==> config.mk <==
export PLATFORM = sky130hd
export DESIGN_NAME = dmic_ctrl_flat
export DESIGN_NICKNAME = d
export VERILOG_FILES = /design/src/rtl/dmic_pkg.sv /design/src/rtl/dmic_if.sv /design/src/rtl/dmic_ctrl.sv /design/src/rtl/dmic_sel.sv /design/src/flat_wrapper.sv
export VERILOG_INCLUDE_DIRS = /design/src /design/src/rtl
export SDC_FILE = /design/constraint.sdc
export NUM_CORES = 1
export LEC_CHECK = 0
export BUFFER_PORTS_ARGS = -buffer_cell sky130_fd_sc_hd__clkbuf_2
export CAP_MARGIN = 40
export CORE_ASPECT_RATIO = 1.4
export CORE_MARGIN = 1.5
export CORE_UTILIZATION = 30
export CTS_CLUSTER_DIAMETER = 120
export DETAILED_ROUTE_END_ITERATION = 10
export GPL_ROUTABILITY_DRIVEN = 0
export PLACE_DENSITY_LB_ADDON = 0.1
export SYNTH_ARGS = -nofsm -noshare
export SYNTH_HDL_FRONTEND = slang
export SYNTH_SLANG_ARGS = --single-unit
==> constraint.sdc <==
create_clock -name clk -period 10.6 [get_ports clk]
set_input_delay 2.12 -clock clk [delete_from_list [all_inputs] [get_ports clk]]
set_output_delay 2.12 -clock clk [all_outputs]
set_load 0.05 [all_outputs]
==> src/rtl/dmic_regs.svh <==
`ifndef DMIC_REGS_SVH
`define DMIC_REGS_SVH
// ----------------------------------------
// register offsets (byte addresses)
// ----------------------------------------
`define DMIC_OFF_SYSCTL 8'h00
`define DMIC_OFF_ENABLE 8'h04
`define DMIC_OFF_LEVEL  8'h08
`define DMIC_OFF_PEND   8'h0C
`define DMIC_OFF_LASTV  8'h10
// ----------------------------------------
// fields and values
// ----------------------------------------
`define DMIC_MODE0      2'h0
`define DMIC_MODE2      2'h2
`define DMIC_NMI_VEC    8'h07
`define DMIC_VEC_BASE   8'h10
`define DMIC_LVL_MAX    3'h7
`define DMIC_CCR_I      7
`define DMIC_EXR_T      7
`define DMIC_CCR_RST    8'h80
`define DMIC_EXR_RST    8'h07
// ----------------------------------------
// entry sequence counts
// ----------------------------------------
`define DMIC_STK_M0     2'h2
`define DMIC_STK_M2     2'h3
`define DMIC_VEC_RD     2'h2
`endif

==> src/rtl/dmic_pkg.sv <==
package dmic_pkg;
  typedef logic [2:0] dmic_lvl_t;
  typedef logic [7:0] dmic_vec_t;
  typedef enum logic [2:0] {
    DMIC_S_IDLE = 3'h0,
    DMIC_S_WAIT = 3'h1,
    DMIC_S_PREF = 3'h3,
    DMIC_S_INT1 = 3'h2,
    DMIC_S_STK  = 3'h6,
    DMIC_S_VEC  = 3'h7,
    DMIC_S_INT2 = 3'h5,
    DMIC_S_HFET = 3'h4
  } dmic_cpu_st_t;
endpackage

==> src/rtl/dmic_if.sv <==
`timescale 1ns/1ps
`default_nettype none
interface dmic_if;
  import dmic_pkg::*;
  logic      irq_valid;
  dmic_vec_t irq_vec;
  dmic_lvl_t irq_level;
  logic      irq_nmi;
  logic      irq_ack;
  logic [1:0] mode;
  logic      ccr_i;
  dmic_lvl_t exr_mask;
  modport ctl (
    output irq_valid,
    output irq_vec,
    output irq_level,
    output irq_nmi,
    output mode,
    input  irq_ack,
    input  ccr_i,
    input  exr_mask
  );
  modport cpu (
    input  irq_valid,
    input  irq_vec,
    input  irq_level,
    input  irq_nmi,
    input  mode,
    output irq_ack,
    output ccr_i,
    output exr_mask
  );
endinterface
`default_nettype wire

==> src/rtl/dmic_ctrl.sv <==
`timescale 1ns/1ps
`default_nettype none
`include "dmic_regs.svh"
module dmic_ctrl #(
  parameter int N_SRC       = 8,
  parameter int N_EXT       = 2,
  parameter int SRC_PER_MOD = 2
) (
  input  wire logic                   clk,
  input  wire logic                   srst,
  input  wire logic                   ce,
  input  wire logic [7:0]             avs_address,
  input  wire logic                   avs_read,
  input  wire logic                   avs_write,
  input  wire logic [31:0]            avs_writedata,
  output logic [31:0]                 avs_readdata,
  output logic                        avs_waitrequest,
  input  wire logic                   nmi_pin,
  input  wire logic [N_EXT-1:0]       ext_pin,
  input  wire logic [N_SRC-N_EXT-1:0] int_flag,
  dmic_if.ctl                         irq
);
  import dmic_pkg::*;
  localparam int NM = N_SRC / SRC_PER_MOD;
  localparam int IW = $clog2(N_SRC);
  localparam int NS = N_EXT + 1;

  // ----------------------------------------
  // pin synchronisers
  // ----------------------------------------
  logic [NS-1:0] s1_q, s2_q, s3_q, st_q, st_d;
  logic          nmi_prev_q, nmi_old_q;

  always_comb
  begin
    st_d = ((s2_q ^ s3_q) & st_q) | (~(s2_q ^ s3_q) & s3_q);
  end

  always_ff @(posedge clk)
  begin
    if (srst)
    begin
      s1_q       <= '0;
      s2_q       <= '0;
      s3_q       <= '0;
      st_q       <= '0;
      nmi_prev_q <= 1'b0;
      nmi_old_q  <= 1'b0;
    end
    else if (ce)
    begin
      s1_q       <= {nmi_pin, ext_pin};
      s2_q       <= s1_q;
      s3_q       <= s2_q;
      st_q       <= st_d;
      nmi_prev_q <= st_q[N_EXT];
      nmi_old_q  <= nmi_prev_q;
    end
  end

  // ----------------------------------------
  // software registers
  // ----------------------------------------
  logic [1:0]      mode_q, mode_d;
  logic [N_SRC-1:0] en_q, en_d;
  logic [3*NM-1:0] lvlr_q, lvlr_d;
  dmic_vec_t       lastv_q, lastv_d;
  logic            ack_q, ack_d;
  logic [31:0]     rd_q, rd_d, rdec;
  logic            wr_go;
  logic            mode2;
  logic [N_SRC-1:0] req_q, req_d;
  logic            nmi_pend_q, nmi_pend_d;
  logic [N_EXT-1:0] ext_q, ext_d;
  logic            win_valid_q, win_nmi_q;
  dmic_vec_t       win_vec_q, win_vec_d;
  dmic_lvl_t       win_lvl_q;
  logic            sel_valid, sel_nmi;
  logic [IW-1:0]   sel_idx;
  dmic_lvl_t       sel_lvl;
  dmic_lvl_t       lvl_src [N_SRC];

  assign avs_waitrequest = (avs_read | avs_write) & ~ack_q;
  assign avs_readdata    = rd_q;
  assign wr_go           = avs_write & ack_q;
  assign mode2           = mode_q == `DMIC_MODE2;
  assign irq.mode        = mode_q;

  always_comb
  begin
    if (avs_address == `DMIC_OFF_SYSCTL)
      rdec = 32'(mode_q);
    else if (avs_address == `DMIC_OFF_ENABLE)
      rdec = 32'(en_q);
    else if (avs_address == `DMIC_OFF_LEVEL)
      rdec = 32'(lvlr_q);
    else if (avs_address == `DMIC_OFF_PEND)
      rdec = 32'({nmi_pend_q, req_q});
    else if (avs_address == `DMIC_OFF_LASTV)
      rdec = 32'(lastv_q);
    else
      rdec = 32'h0000_0000;
  end

  always_comb
  begin
    ack_d   = (avs_read | avs_write) & ~ack_q;
    rd_d    = (avs_read & ~ack_q) ? rdec : rd_q;
    mode_d  = mode_q;
    en_d    = en_q;
    lvlr_d  = lvlr_q;
    lastv_d = irq.irq_ack ? win_vec_q : lastv_q;
    if (wr_go && avs_address == `DMIC_OFF_SYSCTL)
      mode_d = avs_writedata[1:0];
    else if (wr_go && avs_address == `DMIC_OFF_ENABLE)
      en_d = avs_writedata[N_SRC-1:0];
    else if (wr_go && avs_address == `DMIC_OFF_LEVEL)
      lvlr_d = avs_writedata[3*NM-1:0];
  end

  always_ff @(posedge clk)
  begin
    if (srst)
    begin
      ack_q   <= 1'b0;
      rd_q    <= 32'h0000_0000;
      mode_q  <= `DMIC_MODE0;
      en_q    <= '0;
      lvlr_q  <= '0;
      lastv_q <= 8'h00;
    end
    else if (ce)
    begin
      ack_q   <= ack_d;
      rd_q    <= rd_d;
      mode_q  <= mode_d;
      en_q    <= en_d;
      lvlr_q  <= lvlr_d;
      lastv_q <= lastv_d;
    end
  end

  // ----------------------------------------
  // request collection
  // ----------------------------------------
  always_comb
  begin
    ext_d      = st_q[N_EXT-1:0];
    req_d      = {int_flag, ext_q} & en_q;
    nmi_pend_d = (nmi_prev_q & ~nmi_old_q)
               | (nmi_pend_q & ~(irq.irq_ack & win_nmi_q));
    for (int i = 0; i < N_SRC; i++)
    begin
      lvl_src[i] = lvlr_q[3*(i/SRC_PER_MOD) +: 3];
    end
  end

  always_ff @(posedge clk)
  begin
    if (srst)
    begin
      ext_q      <= '0;
      req_q      <= '0;
      nmi_pend_q <= 1'b0;
    end
    else if (ce)
    begin
      ext_q      <= ext_d;
      req_q      <= req_d;
      nmi_pend_q <= nmi_pend_d;
    end
  end

  // ----------------------------------------
  // arbitration
  // ----------------------------------------
  dmic_sel #(
    .N_SRC (N_SRC),
    .IW    (IW)
  ) u_sel (
    .nmi    (nmi_pend_q),
    .req    (req_q),
    .lvl    (lvl_src),
    .mode2  (mode2),
    .valid  (sel_valid),
    .idx    (sel_idx),
    .level  (sel_lvl),
    .is_nmi (sel_nmi)
  );

  always_comb
  begin
    win_vec_d = sel_nmi ? `DMIC_NMI_VEC : `DMIC_VEC_BASE + 8'(sel_idx);
  end

  always_ff @(posedge clk)
  begin
    if (srst)
    begin
      win_valid_q <= 1'b0;
      win_nmi_q   <= 1'b0;
      win_vec_q   <= 8'h00;
      win_lvl_q   <= 3'h0;
    end
    else if (ce)
    begin
      win_valid_q <= sel_valid;
      win_nmi_q   <= sel_nmi;
      win_vec_q   <= win_vec_d;
      win_lvl_q   <= sel_lvl;
    end
  end

  // ----------------------------------------
  // acceptance against the core masks
  // ----------------------------------------
  always_comb
  begin
    if (win_nmi_q)
      irq.irq_valid = win_valid_q;
    else if (mode2)
      irq.irq_valid = win_valid_q & (win_lvl_q > irq.exr_mask);
    else
      irq.irq_valid = win_valid_q & ~irq.ccr_i;
  end
  assign irq.irq_vec   = win_vec_q;
  assign irq.irq_level = win_lvl_q;
  assign irq.irq_nmi   = win_nmi_q;
endmodule
`default_nettype wire

==> src/rtl/dmic_sel.sv <==
`timescale 1ns/1ps
`default_nettype none
module dmic_sel #(
  parameter int N_SRC = 8,
  parameter int IW    = 3
) (
  input  wire logic                 nmi,
  input  wire logic [N_SRC-1:0]     req,
  input  wire dmic_pkg::dmic_lvl_t  lvl [N_SRC],
  input  wire logic                 mode2,
  output logic                      valid,
  output logic [IW-1:0]             idx,
  output dmic_pkg::dmic_lvl_t       level,
  output logic                      is_nmi
);
  import dmic_pkg::*;
  logic      found;
  dmic_lvl_t lv;
  // ----------------------------------------
  // winner search, low index first on ties
  // ----------------------------------------
  always_comb
  begin
    found = 1'b0;
    idx   = '0;
    lv    = '0;
    for (int i = N_SRC - 1; i >= 0; i--)
    begin
      if (req[i] && (!found || !mode2 || lvl[i] >= lv))
      begin
        found = 1'b1;
        idx   = i[IW-1:0];
        lv    = mode2 ? lvl[i] : '0;
      end
    end
    is_nmi = nmi;
    valid  = nmi | found;
    level  = nmi ? `DMIC_LVL_MAX : lv;
  end
endmodule
`default_nettype wire

==> src/flat_wrapper.sv <==
// flat-port wrapper written by rule: the top's interface ports become plain ports
module dmic_ctrl_flat import dmic_pkg::*;
#(
  parameter int N_SRC       = 8,
  parameter int N_EXT       = 2,
  parameter int SRC_PER_MOD = 2
)
  (clk, srst, ce, avs_address, avs_read, avs_write, avs_writedata, avs_readdata, avs_waitrequest, nmi_pin, ext_pin, int_flag, irq_irq_valid, irq_irq_vec, irq_irq_level, irq_irq_nmi, irq_mode, irq_irq_ack, irq_ccr_i, irq_exr_mask);
  dmic_if irq_i ();
  input  wire logic clk;
  input  wire logic srst;
  input  wire logic ce;
  input  wire logic [7:0] avs_address;
  input  wire logic avs_read;
  input  wire logic avs_write;
  input  wire logic [31:0] avs_writedata;
  output logic [31:0] avs_readdata;
  output logic avs_waitrequest;
  input  wire logic nmi_pin;
  input  wire logic [N_EXT-1:0] ext_pin;
  input  wire logic [N_SRC-N_EXT-1:0] int_flag;
  output wire logic [$bits(irq_i.irq_valid)-1:0] irq_irq_valid;
  output wire logic [$bits(irq_i.irq_vec)-1:0] irq_irq_vec;
  output wire logic [$bits(irq_i.irq_level)-1:0] irq_irq_level;
  output wire logic [$bits(irq_i.irq_nmi)-1:0] irq_irq_nmi;
  output wire logic [$bits(irq_i.mode)-1:0] irq_mode;
  input wire logic [$bits(irq_i.irq_ack)-1:0] irq_irq_ack;
  input wire logic [$bits(irq_i.ccr_i)-1:0] irq_ccr_i;
  input wire logic [$bits(irq_i.exr_mask)-1:0] irq_exr_mask;
  assign irq_irq_valid = irq_i.irq_valid;
  assign irq_irq_vec = irq_i.irq_vec;
  assign irq_irq_level = irq_i.irq_level;
  assign irq_irq_nmi = irq_i.irq_nmi;
  assign irq_mode = irq_i.mode;
  assign irq_i.irq_ack = irq_irq_ack;
  assign irq_i.ccr_i = irq_ccr_i;
  assign irq_i.exr_mask = irq_exr_mask;
  dmic_ctrl #(.N_SRC(N_SRC), .N_EXT(N_EXT), .SRC_PER_MOD(SRC_PER_MOD)) u_core (.clk(clk), .srst(srst), .ce(ce), .avs_address(avs_address), .avs_read(avs_read), .avs_write(avs_write), .avs_writedata(avs_writedata), .avs_readdata(avs_readdata), .avs_waitrequest(avs_waitrequest), .nmi_pin(nmi_pin), .ext_pin(ext_pin), .int_flag(int_flag), .irq(irq_i));
endmodule
# Word level (Yosys, flattened, before mapping)
# Index checks and enable logic that the tools add are counted.
dict set report totals {
  ff_bits 101
  input_bits 59
  out_inout_bits 48
  wordCells 131
}
dict set report op_classes {
  addsub 1
  magnitude_cmp 8
  n_eq_ne 5
  n_mux 37
  bitwise 23
  n_reduce_logical 38
}
# op count
set op_table {}
lappend op_table {{32-bit two-way mux} 4}
lappend op_table {{3-bit two-way mux} 21}
lappend op_table {{3-bit >= comparator} 7}
lappend op_table {{8-bit by 4-bit == test with 1-bit output, second input constant} 2}
lappend op_table {{8-bit two-way mux} 2}
lappend op_table {{1-bit logical OR} 14}
lappend op_table {{1-bit logical AND} 10}
lappend op_table {{1-bit two-way mux} 10}
lappend op_table {{1-bit bitwise AND} 8}
lappend op_table {{8-bit bitwise AND} 1}
lappend op_table {{8-bit by 3-bit == test with 1-bit output, second input constant} 1}
lappend op_table {{8-bit by 5-bit == test with 1-bit output, second input constant} 1}
lappend op_table {{1-bit logical NOT} 8}
lappend op_table {{8-bit logical NOT} 1}
lappend op_table {{5-bit by 3-bit adder with 6-bit output, first input constant} 1}
lappend op_table {{3-bit bitwise AND} 2}
lappend op_table {{1-bit NOT} 6}
lappend op_table {{2-bit AND reduction} 3}
lappend op_table {{4-bit AND reduction} 1}
lappend op_table {{3-bit greater-than comparator} 1}
lappend op_table {{3-bit NOT} 1}
lappend op_table {{1-bit OR} 3}
lappend op_table {{3-bit OR} 1}
lappend op_table {{3-bit AND reduction} 1}
lappend op_table {{2 further kinds} 2}

# Depth between registers and ports, before layout
dict set report logic_depth {
  word_depth 39
  ltp_mapped 48
  mapped_depth_nobuf 46
}

# Modules after synthesis
# A second synthesis with hierarchy kept.
dict set report hier_totals {
  hier_cells 579
  hier_area_um2 4739.5
}
# mod instances cells_each area_per_inst_um2 seq_area_each_um2
set modules_own_cells {}
lappend modules_own_cells {dmic_ctrl 1 373 3253.1 1461.4}
lappend modules_own_cells {dmic_sel 1 206 1486.4 0.0}

# Least setup slack after synthesis
# Ideal clock, no wire load.
dict set report synth_path {
  kind {register -> register}
  from {register u_core.mode_q[1] (netlist: u_core.irq.mode[1])}
  to {register u_core.win_vec_q[2] (netlist: u_core.irq.irq_vec[2])}
  setup_ns 0.078
  arrival_time_ns 9.448
  required_time_ns 10.522
  path_slack_ns 1.074
  stages_incl_launch_ff 46
  path_buffers 2
  period_less_slack_ns 9.526
  cell_sequence {dfxtp_1 > nor2b_2 > buf_6 > clkbuf_1 > nand3_1 > inv_1 > ha_1 > nor2b_1 > o21ai_2 > o31ai_1 > mux2i_1 > ha_1 > nor3b_1 > o2111ai_2 > and2_4 > nand2b_1 > mux2_2 > inv_1 > [10 not listed] > o211ai_2 > o21ai_2 > mux2_2 > inv_1 > ha_1 > nand2b_1 > a21oi_1 > nor2b_1 > o41ai_1 > nand3_1 > o221a_2 > ha_1 > nor2b_1 > o41a_1 > nor2_1 > nand2_1 > o21a_1 > nor3_1}
}
dict set report synth_via {
  elab_chain_len 39
  word_cells_on_any_way 62
  cone_classes {add/sub: 1; order compare: 7; eq/ne: 1; mux: 25; reduce/logical: 28}
}
# item line
set synth_lines {}
lappend synth_lines {{start: declaration} dmic_ctrl.sv:64} ;# logic [1:0] mode_q, mode_d;
lappend synth_lines {{start signal: assignment} dmic_ctrl.sv:127} ;# mode_q <= `DMIC_MODE0;
lappend synth_lines {{start signal: assignment} dmic_ctrl.sv:136} ;# mode_q <= mode_d;
lappend synth_lines {{2-bit == test (no source line) *} -}
lappend synth_lines {{branches (longest 35 deep; another with 3-bit >= comparator)} -}
lappend synth_lines {{3-bit two-way mux *} dmic_sel.sv:29} ;# if (req[i] && (!found || !mode2 || lvl[i] >= lv))
lappend synth_lines {{5-bit by 3-bit adder with 6-bit output (no source line) *} -}
lappend synth_lines {{8-bit two-way mux *} dmic_ctrl.sv:193} ;# win_vec_d = sel_nmi ? `DMIC_NMI_VEC : `DMIC_VEC_BASE + 8'(sel_idx);
lappend synth_lines {{end signal: assignment} dmic_ctrl.sv:209} ;# win_vec_q <= win_vec_d;
lappend synth_lines {{end: declaration} dmic_ctrl.sv:76} ;# dmic_vec_t win_vec_q, win_vec_d;
# Mark *: on every way between the ends.
# A chain may end at the register's enable or synchronous reset.

# Worst setup path in the final report
# Same ends and word-level chain as after synthesis.

==> results.yml <==
outcome:
  status: "finished, final reports clean"
route:
  drt-initial-drc-count: 163
  ant_nets: 0
  viasPerCell: 4.97
  wl_per_cell_um: 15.7
  routed_wl_mm: 11.9
  drc: 0
  vias: 3773
  drtPass1Iterations: 4
timing:
  finalClockSkew_ns: 0.00787
  fmax_ghz: 0.103
  finalHoldViolations: 0
  setup_viol: 0
  fin_setup_tns_ns: 0
  max_slew.worst_pin.slew_ns: 0.799
  layout_setup_ws_ns: 0.907
  drv_slew: 0
  finalCritPeriodShare_pct: 91.4
  rsz0062_at_grt: "no"
  holdWs_ns: 0.449
  relSlewSlack_pct: 46.7
  post-route-min-period_ns: 9.69
grt:
  grt_pass1_vias: 3532
  grt.total_usage_pct: 15.9
  grtUsageMet1_pct: 20.3
  grtUsageMet2_pct: 27.5
  grtUsageMet3_pct: 2.16
  busiest_layer: "met2"
  grt_max_degree: 74
  antenna_found_initial: 0
  overflow: 0
  grt_pass1_wl_mm: 18.8
floorplanning:
  die_w_um: 104
  die_area_mm2: 0.0150
  num_rows: 51
  die_h_um: 144
  core_mm2: 0.0139
  initial_core_util_pct: 30.7
  ios: 107
setup_path:
  endpoint_kind: "flip-flop"
  path_max_fanout: 8
  slowest_stage: "dfxtp_1"
  cp.arrival_ns: 9.94
  cp.required_ns: 10.85
  r2r_setup_slack_ns: 0.91
  max_stage_delay_ns: 0.41
  critPathKind: "flip-flop to flip-flop"
  cpMostUsedCell: "ha_1"
  worst_setup_path_start_kind: "flip-flop"
clock_tree:
  cts.sinks: 73
  root_buffer: "clkbuf_16"
  clkSlewWorstSetupHoldPaths_ns: 0.06
  cts_tree: "yes"
  post-cts-setup-buffers: 0
  cts_inserted_buffers: 9
  post_cts_resized: 0
  cts_buffer_depth: 2
  hold_buffers: 0
  clkLatencyLatePin_ns: 0.33
  h-tree-depth: 3
logic_synthesis:
  netlist.area_leader.share_pct: 34.2
  syn_inst: 521
  synth-edff-count: 0
  synth.distinct_cells: 66
  synth_area_per_cell_um2: 8.19
  yosysMostFrequentCell: "dfxtp_1"
  seq_area_frac_synth_pct: 34.2
  synth.area.top_cells: "dfxtp_1 34%, mux2i_1 7.0%, ha_1 6.4%"
  ys.warnings.count: 0
  synthArstFlopShare_pct: 0
  netlist_area_mm2: 0.00427
  synth-seq-cells: 73
  synth_top_area_cell: "dfxtp_1"
  synthTopCellsByCount: "73 x dfxtp_1, 69 x nand2_1, 60 x nor2_1"
  ys.flop_type: "dfxtp_1"
cells_and_area:
  fin_nets: 650
  nFillCells: 1536
  stdcell_count: 759
  drive_above_1_share_pct: 19.5
  area_growth_pct: 15.0
  antenna_cells: 0
  post-route-cell-area_mm2: 0.00491
run:
  cap_viol_max_count: 0
pwr:
  peakVddDrop_mv: 0.0870
  p_leak_nw: 2.03
  power_density_mw_per_mm2: 133
placed_design:
  place_inst: 743
  dp_hpwl_mm: 8.58
  dp_slack_ns: 0.925
  port_buffers: 62
  dpl_cell_area_mm2: 0.00461
hold_path:
  hold_path_class: "flip-flop to flip-flop"
==> power breakdown <==
group | switching, mW | leakage [nW] | internal (mW)
Sequential | 0.00333 | 0.591 | 0.279
Clock | 0.119 | 0.139 | 0.183
Combinational | 0.0523 | 1.30 | 0.0160
==> worst paths after layout <==
path,from,end,cells past startpoint
setup / recovery,u_core.irq.mode[1]$_SDFFE_PP0P_,u_core.irq.irq_vec[2]$_SDFFE_PP0P_,45
hold / removal,u_core.avs_readdata[10]$_SDFFE_PP0P_,u_core.avs_readdata[10]$_SDFFE_PP0P_,2
setup reg to reg,u_core.irq.mode[1]$_SDFFE_PP0P_,u_core.irq.irq_vec[2]$_SDFFE_PP0P_,45
hold reg to reg,u_core.avs_readdata[10]$_SDFFE_PP0P_,u_core.avs_readdata[10]$_SDFFE_PP0P_,2
==> through the flow <==
step                utilization (%)  total power [mW]
floorplan                         -             0.345
global placement               33.1             0.356
detailed placement             33.1             0.357
CTS                            35.3             0.661
global route                   35.3             0.678
finish                         35.3             0.653
==> placed cells by master (no fill, tap or decap), types with 7 or more instances in the layout <==
| cell type | netlist | final |
|---|---|---|
| dfxtp_1 | 73 | 73 |
| nand3_1 | 27 | 27 |
| inv_1 | 15 | 15 |
| ha_1 | 22 | 22 |
| clkbuf_16 | 0 | 9 |
| conb_1 | 1 | 24 |
| nor3_1 | 7 | 7 |
| nand2_1 | 69 | 69 |
| clkbuf_2 | 0 | 62 |
| mux2i_1 | 30 | 30 |
| o21ai_0 | 15 | 15 |
| nor2_1 | 60 | 60 |
| a21oi_1 | 50 | 50 |
| mux2_2 | 7 | 7 |
==> cell families (layout without fill, tap and decap cells) <==
logic type | Yosys count | in the layout | synth area share, %
buffers and inverters | 69 | 99 | 9.06
flip-flops | 73 | 73 | 34.2
other | 1 | 24 | 0.0879
adder cells (fa/ha/maj) | 22 | 22 | 6.45
multiplexers | 37 | 37 | 8.88
AND/OR/NAND/NOR | 200 | 200 | 21.5
AO/OA/AOI/OAI | 119 | 119 | 19.7
==> sequential cells by signal (all words and copies together), names as in the netlist, 3 cells and up, named ones only <==
register and cells:
u_core.avs_readdata 12, u_core.lvlr_q 12, u_core.en_q 8, u_core.req_q 8, u_core.irq.irq_vec 4, u_core.lastv_q 4, u_core.irq.irq_level 3, u_core.s1_q 3
u_core.s2_q 3, u_core.s3_q 3
==> worst max-delay path, delay by kind of cell, from the launching register on <==
kind	cells	cell delay, ns
fa+ha+maj	6	1.54
buf+inv	3	0.36
flops	1	0.41
mux	3	0.99
compound gates	17	3.41
simple gates	16	2.88
==> final cells by class <==
cell class                      count  area (um^2)  area share [%]
Inverter                           15         56.3            1.15
Tap cell                          185          231            4.72
Sequential cell                    73         1460            29.8
Clock inverter                      6         67.6            1.38
Timing Repair Buffer               68          355            7.24
Clock buffer                       10          229            4.67
Multi-Input combinational cell    402         2510            51.1
==> metal layers <==
metal	wire (um)	share of wire [%]	vias to the layer above
met5	0	0	-
met1	5470	46	1782
met4	206	1.7	0
met2	5830	49	89
li1	-	-	1888
met3	382	3.2	14
No activity file was read; power rests on OpenSTA's default activity.
